[src/shared/stofm_pkg.sv]
// Functional notes
// Monitor on only when both channels off
// Monitor on within 8 ms
// Far end checks monitor pattern at power-up
// Both off: show block, never drive motor
// Far end refuses reset if monitor off
// Far end re-enables channels on feedback
// Unconnected connector means blocked, no torque
// Far end confirms monitor off in operation
// Each axis blocks and reports independently
// Off pulses of 0.5 ms ignored
// Channel mismatch over 10 s raises alarm
// Channel inputs synchronised before use
`default_nettype none
package stofm_pkg;

  // Control clock rate
  localparam int CLK_MHZ = 200;

  // Longest off interval that is still ignored, microseconds
  localparam int OFF_FILT_US = 500;
  // Longest time from both-off to monitor on, milliseconds
  localparam int MON_MAX_MS = 8;
  // Allowed skew between the two channels, seconds
  localparam int ALARM_S = 10;

  // Derived cycle counts
  localparam int OFF_FILT_CYC = OFF_FILT_US * CLK_MHZ;
  localparam int MON_MAX_CYC = MON_MAX_MS * 1000 * CLK_MHZ;
  localparam int unsigned ALARM_CYC = ALARM_S * 1000000 * CLK_MHZ;

  // Number of axes served by one block
  localparam int NUM_AXES = 2;

  // Channel level held in the synchroniser during reset (off)
  localparam logic RST_CH_N = 1'h0;

  // Per-axis shutoff state, Gray coded along run, split, block
  typedef enum logic [1:0] {
    ST_RUN = 2'h0,
    ST_SPLIT = 2'h1,
    ST_BLOCK = 2'h3
  } stofm_state_t;

endpackage
`default_nettype wire
[src/shared/stofm_ch_if.sv]
`timescale 1ns/1ps
`default_nettype none
// One shutoff channel between synchroniser and pulse filter
interface stofm_ch_if;
  logic in_n; // Synchronised channel level, low = off
  logic off; // Filtered off state
  // Filter side
  modport filt (input in_n, output off);
  // Control side
  modport ctrl (output in_n, input off);
endinterface
`default_nettype wire

[src/rtl/stofm_ch_filter.sv]
`timescale 1ns/1ps
`default_nettype none
// Rejects short off pulses on one shutoff channel
module stofm_ch_filter #(
  parameter int FILT_CYC = stofm_pkg::OFF_FILT_CYC,
  parameter int CNT_W = $clog2(FILT_CYC + 1)
) (
  // Clock and reset
  input wire logic clk,
  input wire logic resetn,
  // Channel
  stofm_ch_if.filt ch
);

  localparam logic [CNT_W-1:0] FILT_MAX = CNT_W'(FILT_CYC);

  logic [CNT_W-1:0] low_cnt_r; // Cycles the channel has been low
  logic off_r; // Recognised off state

  // Low-time counter, saturates at the filter length
  always_ff @(posedge clk) begin
    if (!resetn) begin
      low_cnt_r <= '0;
    end else if (ch.in_n) begin
      low_cnt_r <= '0;
    end else if (low_cnt_r != FILT_MAX) begin
      low_cnt_r <= low_cnt_r + CNT_W'(1);
    end
  end

  // Off only after more than the filter length of low
  always_ff @(posedge clk) begin
    if (!resetn) begin
      off_r <= 1'h1;
    end else if (ch.in_n) begin
      off_r <= 1'h0;
    end else if (low_cnt_r == FILT_MAX) begin
      off_r <= 1'h1;
    end
  end

  assign ch.off = off_r;
endmodule
`default_nettype wire

[src/rtl/stofm_top.sv]
`timescale 1ns/1ps
`default_nettype none
// Dual-channel torque shutoff monitor for two axes
module stofm_top #(
  parameter int OFF_FILT_CYC = stofm_pkg::OFF_FILT_CYC,
  parameter int unsigned ALARM_CYC = stofm_pkg::ALARM_CYC
) (
  // Clock and reset
  input wire logic clk,
  input wire logic resetn,
  // Axis 1 shutoff request channels, low = off
  input wire logic shutoff_request_ch1_n,
  input wire logic shutoff_request_ch2_n,
  // Axis 2 shutoff request channels, low = off
  input wire logic shutoff_request_ch1_n_axis2,
  input wire logic shutoff_request_ch2_n_axis2,
  // Motor run requests from the drive sequencer
  input wire logic motor_run_req,
  input wire logic motor_run_req_axis2,
  // Alarm clear pulse, both axes
  input wire logic alarm_clear,
  // Feedback monitors to the safety unit
  output logic shutoff_fault_monitor_out,
  output logic shutoff_fault_monitor_out_axis2,
  // Blocked indications
  output logic hard_wired_torque_block,
  output logic hard_wired_torque_block_axis2,
  // Motor power enables
  output logic motor_enable,
  output logic motor_enable_axis2,
  // Channel timing alarms
  output logic dual_channel_timing_alarm,
  output logic dual_channel_timing_alarm_axis2
);

  localparam int NCH = 2 * stofm_pkg::NUM_AXES;
  localparam int AW = 32;
  localparam int HW = $clog2(OFF_FILT_CYC + 4);
  // Cycles from both synchronised lows to monitor on
  localparam int MON_LAT = OFF_FILT_CYC + 2;
  localparam logic [HW-1:0] HLP_MAX = HW'(MON_LAT);
  localparam logic [AW-1:0] ALARM_MAX = AW'(ALARM_CYC);

  // Decode of an axis's two filtered channels into a state
  function automatic stofm_pkg::stofm_state_t state_of(
    input logic off_a,
    input logic off_b
  );
    if (off_a && off_b) begin
      state_of = stofm_pkg::ST_BLOCK;
    end else if (off_a || off_b) begin
      state_of = stofm_pkg::ST_SPLIT;
    end else begin
      state_of = stofm_pkg::ST_RUN;
    end
  endfunction

  logic [NCH-1:0] pin_n; // Raw channel pins, ch1/ch2 per axis
  logic [NCH-1:0] sync1_r; // First synchroniser stage
  logic [NCH-1:0] sync2_r; // Second synchroniser stage
  logic [NCH-1:0] ch_off; // Filtered off states
  logic [1:0] run_req; // Motor run requests per axis
  stofm_pkg::stofm_state_t state_r [2]; // Axis state
  stofm_pkg::stofm_state_t state_nxt [2]; // Axis next state
  logic [AW-1:0] mis_cnt_r [2]; // Mismatch duration per axis
  logic [1:0] mon_r; // Monitor outputs
  logic [1:0] blk_r; // Blocked indications
  logic [1:0] men_r; // Motor enables
  logic [1:0] alm_r; // Timing alarms

  assign pin_n = {shutoff_request_ch2_n_axis2, shutoff_request_ch1_n_axis2,
                  shutoff_request_ch2_n, shutoff_request_ch1_n};
  assign run_req = {motor_run_req_axis2, motor_run_req};

  // Two-stage synchroniser on every channel
  always_ff @(posedge clk) begin
    if (!resetn) begin
      sync1_r <= {NCH{stofm_pkg::RST_CH_N}};
      sync2_r <= {NCH{stofm_pkg::RST_CH_N}};
    end else begin
      sync1_r <= pin_n;
      sync2_r <= sync1_r;
    end
  end

  // Pulse filter per channel
  for (genvar c = 0; c < NCH; c++) begin : g_ch
    stofm_ch_if ch_if ();
    assign ch_if.in_n = sync2_r[c];
    assign ch_off[c] = ch_if.off;
    stofm_ch_filter #(
      .FILT_CYC(OFF_FILT_CYC)
    ) u_filt (
      .clk(clk),
      .resetn(resetn),
      .ch(ch_if.filt)
    );
  end

  // Next state of each axis from its own channels only
  always_comb begin
    for (int a = 0; a < 2; a++) begin
      state_nxt[a] = state_of(ch_off[2*a], ch_off[2*a+1]);
    end
  end

  // Axis state registers
  always_ff @(posedge clk) begin
    if (!resetn) begin
      state_r[0] <= stofm_pkg::ST_BLOCK;
      state_r[1] <= stofm_pkg::ST_BLOCK;
    end else begin
      state_r[0] <= state_nxt[0];
      state_r[1] <= state_nxt[1];
    end
  end

  // Monitor on only in the both-off state
  always_ff @(posedge clk) begin
    if (!resetn) begin
      mon_r <= '0;
    end else begin
      for (int a = 0; a < 2; a++) begin
        case (state_nxt[a])
          stofm_pkg::ST_BLOCK: mon_r[a] <= 1'h1;
          default: mon_r[a] <= 1'h0;
        endcase
      end
    end
  end

  // Block on any off channel; open connector reads as both off
  always_ff @(posedge clk) begin
    if (!resetn) begin
      blk_r <= '1;
    end else begin
      for (int a = 0; a < 2; a++) begin
        blk_r[a] <= (state_nxt[a] != stofm_pkg::ST_RUN);
      end
    end
  end

  // Motor power only when unblocked and requested
  always_ff @(posedge clk) begin
    if (!resetn) begin
      men_r <= '0;
    end else begin
      for (int a = 0; a < 2; a++) begin
        case (state_nxt[a])
          stofm_pkg::ST_RUN: men_r[a] <= run_req[a];
          default: men_r[a] <= 1'h0;
        endcase
      end
    end
  end

  // Duration of a channel mismatch, saturating
  always_ff @(posedge clk) begin
    if (!resetn) begin
      mis_cnt_r[0] <= '0;
      mis_cnt_r[1] <= '0;
    end else begin
      for (int a = 0; a < 2; a++) begin
        if (state_r[a] != stofm_pkg::ST_SPLIT) begin
          mis_cnt_r[a] <= '0;
        end else if (mis_cnt_r[a] != ALARM_MAX) begin
          mis_cnt_r[a] <= mis_cnt_r[a] + AW'(1);
        end
      end
    end
  end

  // Sticky timing alarm; a new set wins over a clear
  always_ff @(posedge clk) begin
    if (!resetn) begin
      alm_r <= '0;
    end else begin
      for (int a = 0; a < 2; a++) begin
        if (state_r[a] == stofm_pkg::ST_SPLIT &&
            mis_cnt_r[a] == ALARM_MAX) begin
          alm_r[a] <= 1'h1;
        end else if (alarm_clear) begin
          alm_r[a] <= 1'h0;
        end
      end
    end
  end

  // Output mapping from flip-flops
  assign shutoff_fault_monitor_out = mon_r[0];
  assign shutoff_fault_monitor_out_axis2 = mon_r[1];
  assign hard_wired_torque_block = blk_r[0];
  assign hard_wired_torque_block_axis2 = blk_r[1];
  assign motor_enable = men_r[0];
  assign motor_enable_axis2 = men_r[1];
  assign dual_channel_timing_alarm = alm_r[0];
  assign dual_channel_timing_alarm_axis2 = alm_r[1];

  // Checking helper: cycles both axis-1 channels held low after sync
  logic [HW-1:0] both_low_r;
  always_ff @(posedge clk) begin
    if (!resetn) begin
      both_low_r <= '0;
    end else if (sync2_r[0] || sync2_r[1]) begin
      both_low_r <= '0;
    end else if (both_low_r != HLP_MAX) begin
      both_low_r <= both_low_r + HW'(1);
    end
  end

  // Checking helper: cycles both axis-2 channels held low after sync
  logic [HW-1:0] both_low2_r;
  always_ff @(posedge clk) begin
    if (!resetn) begin
      both_low2_r <= '0;
    end else if (sync2_r[2] || sync2_r[3]) begin
      both_low2_r <= '0;
    end else if (both_low2_r != HLP_MAX) begin
      both_low2_r <= both_low2_r + HW'(1);
    end
  end
endmodule
`default_nettype wire

[config.mk]
export PLATFORM = sky130hd
export DESIGN_NAME = stofm_top
export DESIGN_NICKNAME = d
export VERILOG_FILES = /design/src/shared/stofm_pkg.sv /design/src/shared/stofm_ch_if.sv /design/src/rtl/stofm_ch_filter.sv /design/src/rtl/stofm_top.sv
export SDC_FILE = /design/constraint.sdc
export NUM_CORES = 1
export LEC_CHECK = 0
export BUFFER_PORTS_ARGS = -buffer_cell sky130_fd_sc_hd__buf_2
export CELL_PAD_IN_SITES_DETAIL_PLACEMENT = 2
export CELL_PAD_IN_SITES_GLOBAL_PLACEMENT = 2
export CORE_UTILIZATION = 41
export DETAILED_ROUTE_END_ITERATION = 7
export PLACE_DENSITY_LB_ADDON = 0.1
export REMOVE_ABC_BUFFERS = 1
export SLEW_MARGIN = 15
export SYNTH_ARGS = -nofsm -noshare
export SYNTH_HDL_FRONTEND = slang
export SYNTH_HIERARCHICAL = 1
export SYNTH_SLANG_ARGS = --single-unit
[constraint.sdc]
create_clock -name clk -period 3.8 [get_ports clk]
set_clock_uncertainty 0.2 [all_clocks]
set_input_delay 0.38 -clock clk [delete_from_list [all_inputs] [get_ports clk]]
set_output_delay 0.38 -clock clk [all_outputs]
set_load 0.01 [all_outputs]
==> PnR_summary.wiki, run 1 <==
{| class="wikitable"
! Metric !! Value
|-
| LEAKAGE || 0.003101 uW
|-
| Final antenna diode count || 0
|-
| Largest net degree at the start of global routing || 33
|-
| Fraction of final layout cells sized beyond drive strength 1 || 0.08459
|-
| Final GP Congestion || 0.7731
|-
| Mean cell area of the mapped netlist || 9.595 sq um
|-
| Vias in the first global route || 7,115
|-
| IO Count || 17
|-
| Count of endpoints failing hold in the final timing report || 0
|-
| Logic pwr share || 0.032
|-
| Synthesized netlist cell count || 830
|-
| Post-layout worst setup margin || about 0.86 ns
|-
| H-tree Lvls || 4
|-
| Ratio of final minimum period to clock period || 0.7729
|-
| Area growth from synthesis to final layout || 12.55%
|-
| Number of CTS-inserted buffers || 17
|-
| Number of flops mapped to enable cells by yosys || between 60 and 70
|-
| Number of rows created at floorplan || 50
|-
| Post-CTS setup buffer count || 0
|-
| Vertical die dimension || 141.4 um
|-
| Die Wd || 141.4 um
|-
| Power density over the cells || ~420 nW/um^2
|-
| Part of the Yosys area used for sequential elements || 0.4676
|-
| Post-synthesis register bit count || between 150 and 200
|-
| Number of fillers in the final layout || 2,072
|-
| Leading register cell type out of synthesis || dfxtp_1
|-
| Hold wc startpoint || alarm_clear
|-
| Flop-to-flop setup slack || 0.86 ns
|-
| Most frequent standard cell in the layout excluding fill and tap cells || dfxtp_1
|-
| First-iteration detailed-routing DRC count || 193
|-
| Worst min path class || primary input to flip-flop
|-
| Clock share of power || 0.497
|-
| Net switching power figure || 790.7 uW
|-
| Sinks on Clock Net || 154
|-
| Reg-to-reg critical path endpoint || mis_cnt_r[1][21]
|-
| Worst Setup Slack post-DPL || 1.153 ns
|-
| Final routed wirelength across all metal layers || between 20,000 and 25,000 um
|-
| Worst reg2reg path startpoint || mis_cnt_r[1][0]
|-
| Crit path to || mis_cnt_r[1][21]
|-
| Number of DRC violations after detailed routing || 0
|-
| Worst path arrival time || 2.88 ns
|-
| Max-slew violation count || 0
|-
| Initial Util || 0.4215
|-
| Actual slew at the worst max-slew pin || 0.9449 ns
|-
| Startpoint type of the worst setup path || flip-flop
|-
| Cell-internal power || slightly below 3000 uW
|-
| Max-capacitance violation count || 0
|-
| Number of vias after detailed routing || 6,404
|-
| Floorplan die area || roughly 20,000 sq um
|-
| Worst endpoint required time || around 3.8 ns
|-
| Most used cells in the layout excluding fill and tap cells || dfxtp_1, nand2_1, nor2_1
|-
| Post-route total power || 3732 uW
|-
| PortBufs || 16
|-
| Depth of the most critical reg-to-reg path || 7
|-
| Clk pin slew, worst setup/hold paths || 0.06 ns
|-
| Fraction of power consumed by sequential logic || 0.471
|-
| Count of yosys warnings during synthesis || 6
|-
| Root buffer cell || clkbuf_16
|-
| All-layer global routing usage || 0.2282
|-
| Final number of setup-violating endpoints || 0
|-
| Clock latency of the later-clocked register in the worst-skew pair || 0.43 ns
|-
| TritonCTS clock tree || done
|-
| Maximum root-to-sink buffer count || 2
|-
| Post-detailed-placement half-perimeter wirelength || 14,420 um
|-
| ANT nets after route || 0
|-
| Post-synthesis async set-or-reset flop share || 0
|-
| Headroom to the max-slew limit || 0.3653
|-
| Worst setup EP type || flip-flop
|-
| WL/cell || roughly 19 um
|-
| Path type of the worst setup path || flip-flop to flip-flop
|-
| Critical path startpoint || mis_cnt_r[1][0]
|-
| Final critical-path required period || 2.937 ns
|-
| Number of hold-repair buffers added at the cts stage || 6
|-
| Biggest fanout along the worst timing path || 32
|-
| Run status || completed
|-
| Switching share of power || 0.2119
|-
| Number of iterations in the first detailed-routing pass || 4
|-
| Initial antenna violation count || 0
|-
| Remaining global-route overflow || 0
|-
| Total standard cell area after synthesis || 7964 sq um
|-
| Number of nets in the finished design || just under 900
|-
| Unrepaired setup endpoints after global routing || false
|-
| Std-Cell Core Area || 18,890 sq um
|-
| Post-CTS resize count || 0
|-
| Achievable frequency || between 300 and 400 MHz
|-
| Post-Route Setup TNS || 0 ns
|-
| Highest ir drop seen on vdd || 318.0 uV
|-
| Number of different library cells in the post-synthesis netlist || 45
|-
| Vias per cell || 5.703
|-
| Global-route wire length before repair || 36,190 um
|}
[critical path: stages (launching register included)]
cell and delay (ns):
edfxtp_1 0.47, inv_1 0.11, ha_1 0.18, nor4b_1 0.38
nand4_1 0.17, nor3_1 0.38, nand3b_2 0.61, nor2_1 0.14
[cell type report]
type	count	area [sq um]	share of cell area
clock inverter	10	160.2	0.01787
clock buffer	22	480.5	0.05360
multi-input combinational	618	3961	0.4419
timing repair buffer	31	207.7	0.02317
sequential	154	3724	0.4154
inverter	28	105.1	0.01173
tap	260	325.3	0.03629
[worst min-delay path by stage]
| stage | to | cells past startpoint | slack (ns) |
|---|---|---|---|
| 6_report | alm_r[0] | 3 | 0.11 |
| 3_5_place_dp | sync2_r[3] | 1 | 0.22 |
| 2_1_floorplan | sync2_r[0] | 1 | 0.21 |
| 4_1_cts | alm_r[0] | 3 | 0.10 |
| 3_3_place_gp | sync2_r[0] | 1 | 0.22 |
| 5_1_grt | alm_r[0] | 3 | 0.11 |
[layer usage]
metal,GRT usage,part of all wire,vias up
li1,-,-,3043
met3,0.03476,0.020,29
met4,0.07980,0.017,0
met1,0.2680,0.44,3254
met2,0.4213,0.53,78
met5,0,0,-
[power by group through the flow]
stage                     Sequential, uW  Combinational, uW  Clock (uW)
after floorplan                     1780               70.6           0
after global placement              1790                106           0
after detailed placement            1790                114           0
after CTS                           1760                123        1890
after global routing                1760                134        1970
final                               1760                119        1850
[cells by family (layout without fill, tap and decap cells)]
family                     count (synthesis)  after routing  synth area share
and+or+nand+nor                          451            451            0.3222
DFF                                      154            154            0.4676
xor gates and xnor gates                  67             67           0.07368
buffers and inverters                     58             91           0.03503
AOI/OAI and AO/OA                         52             52           0.03739
muxes                                     36             36           0.04525
adders and majority gates                 12             12           0.01885
[synth_stat cells (10+ instances only)]
library cell,count,area share
xor2_1,57,0.063
nor4_1,32,0.025
ha_1,12,0.019
edfxtp_1,64,0.24
or4_1,10,0.0094
inv_1,28,0.013
nand2b_1,28,0.022
a21oi_1,22,0.014
nand2_1,88,0.041
buf_2,10,0.0063
nand3_1,47,0.030
xnor2_1,10,0.011
and2_1,12,0.0094
mux2i_1,36,0.045
o21ai_0,13,0.0082
and4_1,12,0.013
dfxtp_1,90,0.23
nor2b_1,12,0.0094
and3_1,20,0.016
nor2_1,80,0.038
nand4_1,48,0.038
[flip-flops by register name, indices dropped and copies added, names as in the netlist]
register and flops:
men_r 2, sync1_r 4, g_ch.u_filt/low_cnt_r 68, mon_r 2
state_r 3, blk_r 1, alm_r 2, g_ch.u_filt/ch.off 4
mis_cnt_r 64, sync2_r 4
[per-stage QoR]
stage | hold slack, ns | cell area, sq um | instances | util
after global routing | 0.1117 | 8964 | 1123 | 0.4744
after CTS | 0.1029 | 8964 | 1123 | 0.4744
after detailed placement | 0.2231 | 8263 | 1085 | 0.4374
after floorplan | 0.2118 | 7790 | 800 | -
after global placement | 0.2228 | 8263 | 1085 | 0.4374
final | 0.1050 | 8964 | 1123 | 0.4744
Note: power is estimated with default switching activity, not from simulation.
==> inputs of run 2 (changes only) <==
Settings changed: CORE_UTILIZATION 41 to 37.
Clock period 3.8 ns to 2.4 ns, I/O delays scaled along.
==> PnR_summary.wiki, run 2 (synthesis gave the netlist of run 1 again) <==
{| class="wikitable"
! Metric !! Value
|-
| Area growth from synthesis to final layout || 17.55%
|-
| Headroom to the max-slew limit || 0.5609
|-
| All-layer global routing usage || 0.2085
|-
| Dominant delay contributor by cell family on the critical path || simple AND/OR/NAND/NOR gates
|-
| Slowest CP cell || edfxtp_1
|-
| Worst endpoint required time || 2.38 ns
|-
| Remaining global-route overflow || 0
|-
| Worst setup EP type || flip-flop
|-
| Path type of the worst setup path || flip-flop to flip-flop
|-
| Number of nets in the finished design || between 900 and 1,000
|-
| Vias in the first global route || 7,197
|-
| Most frequent standard cell in the layout excluding fill and tap cells || dfxtp_1
|-
| Final critical-path required period || 2.359 ns
|-
| WL/cell || 18.66 um
|-
| Die Wd || 148.7 um
|-
| Ratio of final minimum period to clock period || 0.9829
|-
| Cell-internal power || 4644 uW
|-
| Worst Setup Slack post-DPL || approximately 0.031 ns
|-
| H-tree Lvls || 4
|-
| Actual slew at the worst max-slew pin || 0.6526 ns
|-
| Switching share of power || 0.2080
|-
| TritonCTS clock tree || done
|-
| Final routed wirelength across all metal layers || between 20,000 and 25,000 um
|-
| Fraction of power consumed by sequential logic || 0.475
|-
| Worst path arrival time || about 2.3 ns
|-
| Worst path buffer plus inverter count || 1
|-
| Maximum root-to-sink buffer count || 2
|-
| Final antenna diode count || 0
|-
| Post-route total power || 5864 uW
|-
| Post-Route Setup TNS || 0 ns
|-
| Worst min path class || flip-flop to flip-flop
|-
| Minimum hold slack || 0.2322 ns
|-
| Biggest cell delay along the critical path || ~0.48 ns
|-
| Final GP Congestion || 0.8016
|-
| Floorplan die area || between 20,000 and 25,000 sq um
|-
| Logic pwr share || 0.035
|-
| Run status || completed
|-
| Number of CTS-inserted buffers || 17
|-
| Instance area after placement || approximately 8600 sq um
|-
| Vertical die dimension || 148.7 um
|-
| Number of DRC violations after detailed routing || 0
|-
| Sinks on Clock Net || 154
|-
| Most used cells in the layout excluding fill and tap cells || dfxtp_1, nand2_1, nor2_1
|-
| Clock latency of the later-clocked register in the worst-skew pair || 0.42 ns
|-
| Max-slew violation count || 0
|-
| Std-Cell Core Area || 21,090 sq um
|-
| Achievable frequency || 423.9 MHz
|-
| Root buffer cell || clkbuf_16
|-
| Area of the multi-input gates || 4003 sq um
|-
| Number of iterations in the first detailed-routing pass || 4
|-
| Fraction of final layout cells sized beyond drive strength 1 || 0.1225
|-
| IO Count || 17
|-
| Final non-filler cell area || 9361 sq um
|-
| Initial antenna violation count || 0
|-
| Max FFs per register || approximately 70
|-
| Critical-path cell list || nor4_1 > nand4_1 > or3_4 > nand4bb_4 > buf_4
|-
| Largest regs || g_ch.u_filt/low_cnt_r x68, mis_cnt_r x64
|-
| First-iteration detailed-routing DRC count || between 150 and 200
|-
| Largest net degree at the start of global routing || 33
|-
| Vias per cell || 5.540
|-
| Initial Util || 0.3777
|-
| Highest ir drop seen on vdd || between 400 and 500 uV
|-
| PortBufs || 16
|-
| Post-detailed-placement half-perimeter wirelength || around 15,000 um
|-
| Biggest fanout along the worst timing path || 9
|-
| Count of endpoints failing hold in the final timing report || 0
|-
| Register with the most flip-flops || g_ch.u_filt/low_cnt_r
|-
| Number of fillers in the final layout || 2,251
|-
| Net switching power figure || 1220 uW
|-
| Number of vias after detailed routing || 6,499
|-
| Global-route wire length before repair || 36,580 um
|-
| Final number of setup-violating endpoints || 0
|-
| Clk pin slew, worst setup/hold paths || 0.06 ns
|-
| Post-layout worst setup margin || a little over 0.04 ns
|-
| Startpoint type of the worst setup path || flip-flop
|-
| ANT nets after route || 0
|-
| Number of rows created at floorplan || 53
|-
| LEAKAGE || 0.003333 uW
|-
| Power density over the cells || 626.4 nW/um^2
|-
| FF+latch area || 3724 sq um
|-
| Clock share of power || 0.491
|-
| Max-capacitance violation count || 0
|}
## run 2: cell types whose count changed in the layout (fill, tap and decap cells not counted), sizes merged
cell	change
clkinvlp	-1
clkinv	+1
inv	-3
buf	+33
dlygate4sd3	+2
bufinv	-2
clkbuf	+5
## run 2: final timing paths
check        slack, ns               end  cells after the start             start
max               0.04  mis_cnt_r[0][10]                      5  mis_cnt_r[0][22]
min               0.23        sync2_r[3]                      1        sync1_r[3]
max reg2reg       0.04  mis_cnt_r[0][10]                      5  mis_cnt_r[0][22]
min reg2reg       0.23        sync2_r[3]                      1        sync1_r[3]
## run 2: per-layer routing
layer,wire length [um],global-route usage
met5,0,0
met4,320,0.06546
met3,285,0.02975
met2,11310,0.3745
met1,9971,0.2554
## run 2: per-stage QoR
step | instances | utilization
floorplan | 800 | -
global placement | 1128 | 0.4057
detailed placement | 1128 | 0.4057
CTS | 1168 | 0.4398
global route | 1173 | 0.4439
finish | 1173 | 0.4439
## run 2: cell type report
cell class,instances,area share
Tap cell,275,0.03675
Multi-Input combinational cell,618,0.4276
Inverter,28,0.01123
Clock buffer,27,0.06041
Clock inverter,5,0.008019
Timing Repair Buffer,66,0.05827
Sequential cell,154,0.3978
## run 2: power groups by stage
| stage | clock (uW) | combinational (uW) | sequential [uW] |
|---|---|---|---|
| 2_1_floorplan | 0 | 112 | 2830 |
| 3_3_place_gp | 0 | 183 | 2840 |
| 5_1_grt | 3070 | 231 | 2790 |
| 6_report | 2880 | 205 | 2780 |
| 4_1_cts | 2950 | 208 | 2780 |
| 3_5_place_dp | 0 | 196 | 2840 |
## run 2: what timing repair did
| item | CTS | global route |
|---|---|---|
| endpoints found under the hold margin | 10 | 0 |
| setup endpoints to repair | 0 | 96 |
| buffers inserted | 0 | 4 |
| hold buffers | 8 | 0 |
| resized for setup | 0 | 10 |
==> inputs of run 3 (changes only) <==
Settings changed: ABC_AREA from default to 1, CORE_UTILIZATION 37 to 33.
==> PnR_summary.wiki, run 3 <==
{| class="wikitable"
! Metric !! Value
|-
| Largest regs || g_ch.u_filt/low_cnt_r x68, mis_cnt_r x64
|-
| Most common cell in the netlist || nand2_1
|-
| Number of DRC violations after detailed routing || 0
|-
| All-layer global routing usage || 0.2111
|-
| Vias per cell || slightly below 5
|-
| Post-Route Setup TNS || 0 ns
|-
| Startpoint type of the worst setup path || flip-flop
|-
| Cell-internal power || around 4200 uW
|-
| Max-capacitance violation count || 0
|-
| Commonest cells in the netlist || nand2_1, nor2_1, inv_1
|-
| Floorplan die area || 28,410 sq um
|-
| Global-route wire length before repair || 47,930 um
|-
| Initial antenna violation count || 0
|-
| Achievable frequency || about 460 MHz
|-
| Vertical die dimension || 168.5 um
|-
| Clock latency of the later-clocked register in the worst-skew pair || 0.43 ns
|-
| Most used cell along the critical path || nand2_1
|-
| Maximum root-to-sink buffer count || 2
|-
| Post-detailed-placement half-perimeter wirelength || 21,480 um
|-
| Biggest cell delay along the critical path || 0.46 ns
|-
| First-iteration detailed-routing DRC count || 380
|-
| Most frequent standard cell in the layout excluding fill and tap cells || nand2_1
|-
| Headroom to the max-slew limit || 0.5983
|-
| Switching share of power || 0.2403
|-
| Highest ir drop seen on vdd || 392.0 uV
|-
| Actual slew at the worst max-slew pin || 0.6003 ns
|-
| Top cell type by total area after synthesis || edfxtp_1
|-
| Number of rows created at floorplan || 60
|-
| Count of endpoints failing hold in the final timing report || 0
|-
| Unrepaired setup endpoints after global routing || false
|-
| Most used cells in the layout excluding fill and tap cells || nand2_1, nor2_1, inv_1
|-
| Final antenna diode count || 0
|-
| Final GP Congestion || 0.8134
|-
| Post-synthesis register bit count || 154
|-
| Total standard cell area after synthesis || 9153 sq um
|-
| Run status || completed
|-
| Std-Cell Core Area || 27,100 sq um
|-
| Minimum hold slack || about 0.027 ns
|-
| Post-synthesis async set-or-reset flop share || 0
|-
| ANT nets after route || 0
|-
| LEAKAGE || between 0.003 and 0.004 uW
|-
| Initial Util || 0.3377
|-
| Count of yosys warnings during synthesis || 6
|-
| Slowest CP cell || edfxtp_1
|-
| Number of flops mapped to enable cells by yosys || 64
|-
| Number of different library cells in the post-synthesis netlist || 29
|-
| Worst path buffer plus inverter count || 2
|-
| Critical-path cell list || inv_1 > ha_1 > nand2_1 > nor2_1 > nand2_1 > nor2_1 > nand2_1 > nand2_1 > buf_12 > a21oi_1
|-
| Leading register cell type out of synthesis || dfxtp_1
|-
| Mean cell area of the mapped netlist || ~6.7 sq um
|-
| Worst min path class || primary input to flip-flop
|-
| Area growth from synthesis to final layout || 13.18%
|-
| Logic pwr share || 0.036
|-
| Remaining global-route overflow || 0
|-
| Worst endpoint required time || approximately 2.4 ns
|-
| IO Count || 17
|-
| Number of vias after detailed routing || 8,680
|-
| TritonCTS clock tree || done
|-
| PortBufs || 16
|-
| Worst setup EP type || flip-flop
|-
| Number of iterations in the first detailed-routing pass || 4
|-
| Number of nets in the finished design || roughly 1,400
|-
| Die Wd || 168.5 um
|-
| WL/cell || 15.73 um
|-
| Largest net degree at the start of global routing || 34
|-
| Part of the Yosys area used for sequential elements || 0.4068
|-
| Biggest fanout along the worst timing path || 32
|-
| Clk pin slew, worst setup/hold paths || approximately 0.07 ns
|-
| Number of CTS-inserted buffers || 17
|-
| Net switching power figure || 1339 uW
|-
| Synth top area cells || edfxtp_1, dfxtp_1, nand2_1
|-
| Max-slew violation count || 0
|-
| Path type of the worst setup path || flip-flop to flip-flop
|-
| Fraction of power consumed by sequential logic || 0.495
|-
| Sinks on Clock Net || 154
|-
| Ratio of final minimum period to clock period || 0.8961
|-
| H-tree Lvls || 4
|-
| Clock share of power || 0.468
|-
| Fraction of final layout cells sized beyond drive strength 1 || 0.08363
|-
| Final routed wirelength across all metal layers || between 20,000 and 30,000 um
|-
| Root buffer cell || clkbuf_16
|-
| Final number of setup-violating endpoints || 0
|-
| Worst path arrival time || ~2.1 ns
|-
| Area fraction of the dominant cell type after synthesis || 0.2100
|-
| Register with the most flip-flops || g_ch.u_filt/low_cnt_r
|-
| Max FFs per register || 68
|-
| Power density over the cells || 537.8 nW/um^2
|-
| Synthesized netlist cell count || 1,358
|-
| Final critical-path required period || between 2 and 2.5 ns
|-
| Dominant delay contributor by cell family on the critical path || simple AND/OR/NAND/NOR gates
|-
| Vias in the first global route || 9,476
|}
run 3: changes by cell type after synthesis, sizes merged, moves of 34 or more:
| cell | delta |
|---|---|
| xor2 | -51 |
| a21oi | +73 |
| nand2 | +324 |
| nor2 | +185 |
| mux2i | -36 |
| nand4 | -42 |
| inv | +180 |
| o21ai | +34 |
| nand3 | +54 |
run 3: cell families (layout without fill, tap and decap cells):
kind of cell / after synthesis / count (layout) / synth area share
and+or+nand+nor: 808 / 808 / 0.3832
buffers and inverters: 220 / 273 / 0.09446
DFF: 154 / 154 / 0.4068
AOI/OAI and AO/OA: 151 / 151 / 0.08667
xor gates and xnor gates: 13 / 13 / 0.01244
adders and majority gates: 12 / 12 / 0.01640
run 3: worst reg2reg max path, stage by stage (launching register included):
cell      delay [ns]
edfxtp_1        0.46
inv_1           0.19
ha_1            0.17
nand2_1         0.05
nor2_1          0.09
nand2_1         0.06
nor2_1          0.19
nand2_1         0.09
nand2_1         0.12
buf_12          0.22
a21oi_1         0.08
run 3: power groups by stage:
stage          logic (uW)  registers, uW  clock network [uW]
5_1_grt               233           2760                2800
3_3_place_gp          187           2820                   0
2_1_floorplan         116           2810                   0
4_1_cts               207           2760                2700
6_report              202           2760                2610
3_5_place_dp          194           2820                   0
run 3: per-stage QoR:
| stage | power (uW) | util | cells | setup WS, ns | instance area, sq um |
|---|---|---|---|---|---|
| after detailed placement | 3012 | 0.3585 | 1743 | 0.2191 | 9717 |
| final | 5571 | 0.3822 | 1783 | 0.2493 | 10360 |
| after global routing | 5792 | 0.3822 | 1783 | 0.05597 | 10360 |
| after global placement | 3004 | 0.3585 | 1743 | 0.3325 | 9717 |
| after floorplan | 2929 | - | 1346 | -0.1622 | 9069 |
| after CTS | 5670 | 0.3822 | 1783 | 0.2217 | 10360 |
run 3: final timing paths:
path	startpoint	end	slack, ns	cells past startpoint
hold reg to reg	sync1_r[2]	sync2_r[2]	0.23	2
hold / removal	resetn	g_ch[1].u_filt/ch.off	0.03	3
setup reg to reg	mis_cnt_r[1][0]	mis_cnt_r[1][29]	0.25	10
setup / recovery	mis_cnt_r[1][0]	mis_cnt_r[1][29]	0.25	10
run 3: metal layers:
metal / GRT usage / vias up / part of all wire
met3: 0.02923 / 12 / 0.015
met5: 0 / - / 0
met1: 0.2689 / 4267 / 0.48
met2: 0.3781 / 51 / 0.49
met4: 0.04466 / 0 / 0.0079
li1: - / 4350 / -
run 3: area by class of cell:
class,count,area [sq um]
Fill cell,3297,16740
Multi-Input combinational cell,984,4574
Sequential cell,154,3724
Inverter,208,780.7
Clock buffer,20,467.9
Tap cell,372,465.4
Timing Repair Buffer,34,262.8
Clock inverter,11,83.83
run 3: repair_timing:
action / CTS / global route
hold buffers: 9 / 0
hold endpoints to repair: 8 / 0
resized for setup: 0 / 0
setup endpoints to repair: 0 / 0
setup buffers: 0 / 0
